File: config.mk
export PLATFORM = sky130hd
export DESIGN_NAME = flip_flop_primitives
export DESIGN_NICKNAME = d
export VERILOG_FILES = /design/src/logic/flop_pkg.sv /design/src/logic/edge_trigger.sv /design/src/logic/flip_flop_primitives.sv
export SDC_FILE = /design/constraint.sdc
export NUM_CORES = 1
export LEC_CHECK = 0
export BUFFER_PORTS_ARGS = -buffer_cell sky130_fd_sc_hd__buf_4
export CAP_MARGIN = 20
export CELL_PAD_IN_SITES_DETAIL_PLACEMENT = 0
export CELL_PAD_IN_SITES_GLOBAL_PLACEMENT = 2
export CORE_MARGIN = 3
export CORE_UTILIZATION = 24
export CTS_CLUSTER_SIZE = 25
export DETAILED_ROUTE_END_ITERATION = 7
export PLACE_DENSITY_LB_ADDON = 0.1
export RECOVER_POWER = 25
export SYNTH_ARGS = -nofsm -noshare
export SYNTH_HDL_FRONTEND = slang
export SYNTH_SLANG_ARGS = --single-unit
File: constraint.sdc
create_clock -name REF_CLK -period 3.1 [get_ports REF_CLK]
set_clock_uncertainty 0.15 [all_clocks]
set_input_delay 0.155 -clock REF_CLK [delete_from_list [all_inputs] [get_ports REF_CLK]]
set_output_delay 0.155 -clock REF_CLK [all_outputs]
set_load 0.02 [all_outputs]
File: src/logic/flop_pkg.sv
// shared types and constants for the flip-flop primitive set
package flop_pkg;

  // ==========================================================
  // trigger edge choices
  typedef enum logic {rising_trigger, falling_trigger} trigger_edge_type;

  // ==========================================================
  // true and complementary output pair
  typedef struct packed {
    logic q;
    logic q_n;
  } flop_out_type;

  // ==========================================================
  // initial-condition defaults per primitive and one edge default shared by the three clocked primitives
  localparam logic SR_INIT = 1'h0;
  localparam logic CSR_INIT = 1'h0;
  localparam logic JK_INIT = 1'h0;
  localparam logic DATA_INIT = 1'h0;
  localparam trigger_edge_type DEFAULT_EDGE = rising_trigger;

endpackage

File: src/logic/edge_trigger.sv
// edge detector on a primitive's clock input, sampled by the system clock
`timescale 1ns/10ps
module edge_trigger #(
  parameter flop_pkg::trigger_edge_type trigger_edge_select = flop_pkg::DEFAULT_EDGE
) (
  input wire logic clk,
  input wire logic rst,
  input wire logic level,
  output logic trigger
);

  logic previous;
  logic next_previous;

  // ==========================================================
  // previous-level register
  always_comb
  begin
    next_previous = level;
  end

  // loads the present level every cycle, reset included, so a high clock at release is no edge
  always_ff @(posedge clk)
  begin
    previous <= next_previous;
  end

  // ==========================================================
  // edge decode
  always_comb
  begin
    if (trigger_edge_select == flop_pkg::rising_trigger)
    begin
      trigger = ~previous & level & ~rst;
    end
    else
    begin
      trigger = previous & ~level & ~rst;
    end
  end

endmodule

File: src/logic/flip_flop_primitives.sv
// set-reset, clocked set-reset, clocked toggle-capable and clocked data flops
// Function
// - set-reset: set, reset in; true, complement out
// - complement output always inverse of true output
// - true output loads initial condition at start
// - set high, reset low drives output 1
// - reset high, set low drives output 0
// - both set and reset high holds outputs
// - clocked set-reset: set, reset, clock inputs
// - clocked set-reset triggers on selected edge
// - clocked outputs change only at selected edge or on system reset
// - clocked set-reset applies set-reset logic at edge
// - toggle-capable flop: set-side, reset-side, clock inputs
// - toggle-capable flop triggers on selected edge
// - toggle-capable acts as set-reset unless both high
// - both high at edge inverts each output
// - data flop has per-instance edge select
// - data flop: data, clock; output follows data
`timescale 1ns/10ps
module flip_flop_primitives #(
  parameter logic SR_INITIAL = flop_pkg::SR_INIT,
  parameter logic CSR_INITIAL = flop_pkg::CSR_INIT,
  parameter logic JK_INITIAL = flop_pkg::JK_INIT,
  parameter logic DATA_INITIAL = flop_pkg::DATA_INIT,
  parameter flop_pkg::trigger_edge_type CSR_EDGE = flop_pkg::DEFAULT_EDGE,
  parameter flop_pkg::trigger_edge_type JK_EDGE = flop_pkg::DEFAULT_EDGE,
  parameter flop_pkg::trigger_edge_type DATA_EDGE = flop_pkg::DEFAULT_EDGE
) (
  input wire logic REF_CLK,
  input wire logic SYS_RST,
  input wire logic SR_SET,
  input wire logic SR_RESET,
  output flop_pkg::flop_out_type SR_OUT,
  input wire logic CSR_SET,
  input wire logic CSR_RESET,
  input wire logic CSR_CLOCK,
  output flop_pkg::flop_out_type CSR_OUT,
  input wire logic JK_SET,
  input wire logic JK_RESET,
  input wire logic JK_CLOCK,
  output flop_pkg::flop_out_type JK_OUT,
  input wire logic DATA_IN,
  input wire logic DATA_CLOCK,
  output flop_pkg::flop_out_type DATA_OUT
);

  // ==========================================================
  // set-reset resolution shared by three primitives
  // both-high holds rather than going undefined, easier to debug
  function automatic logic resolve(input logic set, input logic reset, input logic hold);
    logic result;
    result = hold;
    if (set & ~reset)
    begin
      result = 1'h1;
    end
    else if (reset & ~set)
    begin
      result = 1'h0;
    end
    return result;
  endfunction

  logic csr_trigger;
  logic jk_trigger;
  logic data_trigger;
  flop_pkg::flop_out_type next_sr;
  flop_pkg::flop_out_type next_csr;
  flop_pkg::flop_out_type next_jk;
  flop_pkg::flop_out_type next_data;

  // ==========================================================
  // edge detectors, one per clocked primitive
  edge_trigger #(.trigger_edge_select(CSR_EDGE)) csr_edge (
    .clk(REF_CLK),
    .rst(SYS_RST),
    .level(CSR_CLOCK),
    .trigger(csr_trigger)
  );

  edge_trigger #(.trigger_edge_select(JK_EDGE)) jk_edge (
    .clk(REF_CLK),
    .rst(SYS_RST),
    .level(JK_CLOCK),
    .trigger(jk_trigger)
  );

  edge_trigger #(.trigger_edge_select(DATA_EDGE)) data_edge (
    .clk(REF_CLK),
    .rst(SYS_RST),
    .level(DATA_CLOCK),
    .trigger(data_trigger)
  );

  // ==========================================================
  // next state of all four primitives
  always_comb
  begin
    next_sr.q = resolve(SR_SET, SR_RESET, SR_OUT.q);
    next_csr.q = CSR_OUT.q;
    next_jk.q = JK_OUT.q;
    next_data.q = DATA_OUT.q;
    if (csr_trigger)
    begin
      next_csr.q = resolve(CSR_SET, CSR_RESET, CSR_OUT.q);
    end
    if (jk_trigger)
    begin
      if (JK_SET & JK_RESET)
      begin
        next_jk.q = ~JK_OUT.q;
      end
      else
      begin
        next_jk.q = resolve(JK_SET, JK_RESET, JK_OUT.q);
      end
    end
    if (data_trigger)
    begin
      next_data.q = DATA_IN;
    end
    if (SYS_RST)
    begin
      next_sr.q = SR_INITIAL;
      next_csr.q = CSR_INITIAL;
      next_jk.q = JK_INITIAL;
      next_data.q = DATA_INITIAL;
    end
    // complement registered alongside so both pins come from flops
    next_sr.q_n = ~next_sr.q;
    next_csr.q_n = ~next_csr.q;
    next_jk.q_n = ~next_jk.q;
    next_data.q_n = ~next_data.q;
  end

  // ==========================================================
  // output registers
  always_ff @(posedge REF_CLK)
  begin
    SR_OUT <= next_sr;
    CSR_OUT <= next_csr;
    JK_OUT <= next_jk;
    DATA_OUT <= next_data;
  end

endmodule

Word-level counts from Yosys, hierarchy flattened
Index checks and enable logic that the tools add are counted.
- add/sub/neg operators: 0
- multiply operators: 0
- div/mod/pow operators: 0
- $lt $le $gt $ge: 0
- equal/unequal tests: 0
- shift operators: 0
- mux-type cells: 14
- bitwise logic cells: 28
- reduce and logical (&&, ||, !) cells: 0
- operator list (operator ; count):
    inverter 1 bit ; 15
    2-to-1 mux 1 bit ; 14
    AND 1 bit ; 13
- register bits: 11
- bits in latches: 0
- bits in writable memories: 0
- memory bits (read-only): 0
- bits of input ports: 12
- output and inout bits: 8
- logic and storage cells: 53
- memories kept: 0

Longest topological paths before layout
- word-level depth: 8
- mapped depth: 3
- gate-level depth less buffers: 3

Hierarchy
Synthesis repeated with hierarchy kept, for this count alone.
- cells, all modules: 30
- area total of the unflattened synthesis: 356.6 µm²
- modules (own cells, without submodules) (module ; instances ; cells an instance ; area each (µm²) ; seq. area each (µm²)):
    flip_flop_primitives ; 1 ; 24 ; 259.0 ; 160.2
    edge_trigger ; 3 ; 2 ; 32.5 ; 20.0

Worst setup path after synthesis
OpenSTA, ideal clock, no wires.
- path kind: register to register
- from: register SR_OUT[1] in the netlist's numbering
- to: register SR_OUT[1] in the netlist's numbering
- arrival: 0.853 ns
- required time: 2.836 ns
- slack: 1.983 ns
- cell stages (with the launch flop): 3
- path buffers: 0
- cell sequence: dfxtp_1 maj3_1 nor2b_1
- RTL lines (item ; RTL line ; source):
    start: declaration ; flip_flop_primitives.sv:33 ; output flop_pkg::flop_out_type SR_OUT,
    start signal: assignment ; flip_flop_primitives.sv:140 ; SR_OUT <= next_sr;

==> summary.txt <==
Status
  • Status: finished, final reports clean

Drt
  • DR pass1 iterations: 2
  • Initial DRC count: 1
  • ANT nets after route: 0
  • DR WL/cell: 11.1 um
  • Residual DRC count: 0
  • Via Count: around 320
  • DR vias/cell: 4.37
  • Drt total wl: 810 um

Logic synthesis
  • Sequential area share after synthesis: 61.5%
  • Most common cell in the netlist: dfxtp_1
  • Synthesis Warnings: 0
  • Post-synth EDFFs: 0
  • Cell area after synthesis: 358 um2
  • Seq cells post-synth: 11
  • Distinct cells, synth: 16
  • Avg Cell Area, Syn: 12.3 um2
  • Synth top area share: 61.5%
  • Commonest register cell after synthesis: dfxtp_1
  • Async SR Flop Fraction: 0%
  • Most common library cells after synthesis: dfxtp_1 (11), inv_1 (3), a21oi_1 (2)
  • Mapped Nets: 41
  • Gate Count Post-Synth: 29
  • Yosys top cell by area: dfxtp_1
  • Top cells by area, synth: dfxtp_1 (62%), o41ai_2 (4.5%), nor2b_4 (3.8%)

Hold path
  • Hold path endpoint: DATA_OUT[1]$_DFF_P_
  • WHS Path Cells: 3
  • Hold Crit Class: primary input to register
  • Hold path start: DATA_IN

GRT
  • Grt total ovfl: 0
  • Aggregate global-route resource usage: around a tenth
  • Vias in the first global route: 313
  • Pin count of the biggest net entering global routing: 9
  • First-pass GRT wire length: 1300 um
  • Initial antenna violation count: 0

Clocking
  • Num CTS Buffers: 3
  • CTS tree: done
  • H-tree depth: 1
  • Number of clock sinks: 11
  • Latest clock arrival within the worst-skew pair: 0.26 ns
  • Worst-path clk slew: 0.07 ns
  • Post-CTS Setup Bufs: 0
  • CTS root buf: clkbuf_4
  • Clock tree buffer depth: 2

Finish
  • Util after Layout: 44.3%
  • Share of layout cells above drive strength 1: 41.4%
  • Final Instance Area: 598 um2
  • Non-filler cells, final: 73
  • Area delta synth->final: 67.1%
  • Nets: just over 70
  • Layout fillers: 140
  • Antenna Cells: 0

Critical path
  • Worst Path Arrival: roughly 1.9 ns
  • CP endpoint kind: register
  • FF-to-FF End: JK_OUT[1]$_DFF_P_
  • Crit-path leading delay family: buffers and inverters
  • R2r setup slk: 1.54 ns
  • Required time worst endpoint: approximately 3.2 ns
  • CP Class: primary input to register
  • Worst path buffer plus inverter count: 3
  • R2R depth: 4
  • Reg2reg start: jk_edge.previous$_DFF_P_
  • CP max FO: 3
  • Most used cell, CP: dlygate4sd3_1
  • Crit-path cells: dlygate4sd3_1 -> clkbuf_1 -> nor2b_4 -> a21oi_1 -> a311oi_1 -> dlygate4sd3_1
  • CP Depth: 6
  • Crit-path max cell delay: 0.58 ns
  • Startpoint types: primary input
  • Slowest CP cell: dlygate4sd3_1

Die
  • Initial Utilization: 26.5%
  • Top Ports: 20
  • Placeable Area: 1350 um2
  • Die height: ~45 um
  • Chip width: 44.6 um
  • Cell row count: 13
  • Die area: around 2000 um2

Pwr
  • Static Leakage: 0.266 nW
  • P_int: 0.223 mW
  • Max IR drop VDD: 0.000188 V
  • NetSw: 0.0659 mW
  • Reg power frac: a little over half
  • Gate power share: ~15%
  • Switching share of power: 22.8%
  • Cell area power density: 483 nW/um2
  • Clock network fraction of total power: 32.5%

Timing
  • Final setup viols: 0
  • Fin. Hold Viols: 0
  • Final Critical Period: 1.84 ns
  • RSZ-0062 raised after global routing: false
  • Max Fclk: 544 MHz
  • Final Max Tran Viols: 0
  • Worst Tran Pin Value: roughly 0.29 ns
  • Final TNS setup: 0 ns
  • Max_slew headroom: just over 80%
  • Fin crit share: 59.3%

Flow run
  • Maxcap violations: 0

Placed design
  • Placed cell count: 63
  • Placed Area: 519 um2
  • Post-DP HPWL: 613 um
  • GPL Wtd Cong: 0.636
  • Port Buf Inserts: 19
## repair_timing
action                     4_1_cts  5_1_grt
setup endpoints to repair        0        0
hold buffers                     6        0
gates resized for setup          0        0
hold endpoints to repair        10        0
## routing by layer
layer  GRT usage [%]  wire length [um]
met2            16.9               433
met3            4.07                89
met1            8.33               287
met5               0                 0
met4            5.42                 0
## state kept, by name (all words and copies together), names as in the netlist
signal	count
data_edge.previous	1
SR_OUT	2
JK_OUT	2
csr_edge.previous	1
DATA_OUT	2
jk_edge.previous	1
CSR_OUT	2
## cell usage in the layout (no fill, tap or decap), drive strengths merged
cell type / Yosys / final
a21o: 1 / 1
a21oi: 2 / 2
a311o: 1 / 1
a311oi: 1 / 1
buf: 0 / 16
clkbuf: 0 / 7
dfxtp: 11 / 11
dlygate4sd3: 0 / 6
inv: 3 / 3
maj3: 1 / 1
mux2i: 1 / 1
nand2b: 1 / 1
nand4b: 1 / 1
nor2: 1 / 1
nor2b: 3 / 3
o41ai: 1 / 1
or2: 1 / 1
## cell type report
cell class	count	area (um2)	area share, %
Timing Repair Buffer	25	195	32.6
Multi-Input combinational cell	15	126	21.1
Inverter	3	11.3	1.88
Clock buffer	4	26.3	4.39
Tap cell	15	18.8	3.14
Sequential cell	11	220	36.8
## worst min-delay path, delay by kind of cell
family,cells,cell delay [ns]
multiplexers,1,0.07
AND/OR/NAND/NOR,1,0.08
buffers and inverters,1,0.08
## stage by stage
stage | hold slack [ns] | power (mW) | setup slack (ns)
2_1_floorplan | 0.0327 | 0.171 | 1.98
3_3_place_gp | 0.117 | 0.192 | 2.03
3_5_place_dp | 0.121 | 0.194 | 1.99
4_1_cts | 0.00327 | 0.297 | 1.34
5_1_grt | 0.0447 | 0.307 | 1.16
6_report | 0.00522 | 0.289 | 1.26
## cells by family (layout without fill, tap and decap cells)
logic type                 count (synthesis)  in the layout  share of synthesized area (%)
muxes                                      1              1                           2.80
AOI/OAI and AO/OA                          6              6                           14.7
and+or+nand+nor                            7              7                           15.0
adders and majority gates                  1              1                           2.80
DFF                                       11             11                           61.5
buffers and inverters                      3             32                           3.15
## power by group through the flow
stage	clock (mW)	sequential, mW	combinational [mW]
floorplan	0	0.161	0.00997
global placement	0	0.155	0.0369
detailed placement	0	0.155	0.0387
CTS	0.100	0.152	0.0445
global route	0.107	0.153	0.0466
finish	0.0941	0.152	0.0430
## worst max-delay path by stage
stage          slack (ns)                startpoint                end
5_1_grt              1.16                  JK_CLOCK  JK_OUT[1]$_DFF_P_
3_5_place_dp         1.99  jk_edge.previous$_DFF_P_  JK_OUT[0]$_DFF_P_
3_3_place_gp         2.03  jk_edge.previous$_DFF_P_  JK_OUT[0]$_DFF_P_
2_1_floorplan        1.98         SR_OUT[1]$_DFF_P_  SR_OUT[1]$_DFF_P_
4_1_cts              1.34                  JK_CLOCK  JK_OUT[1]$_DFF_P_
6_report             1.26                  JK_CLOCK  JK_OUT[1]$_DFF_P_
Power figures use the tool's default switching activity.
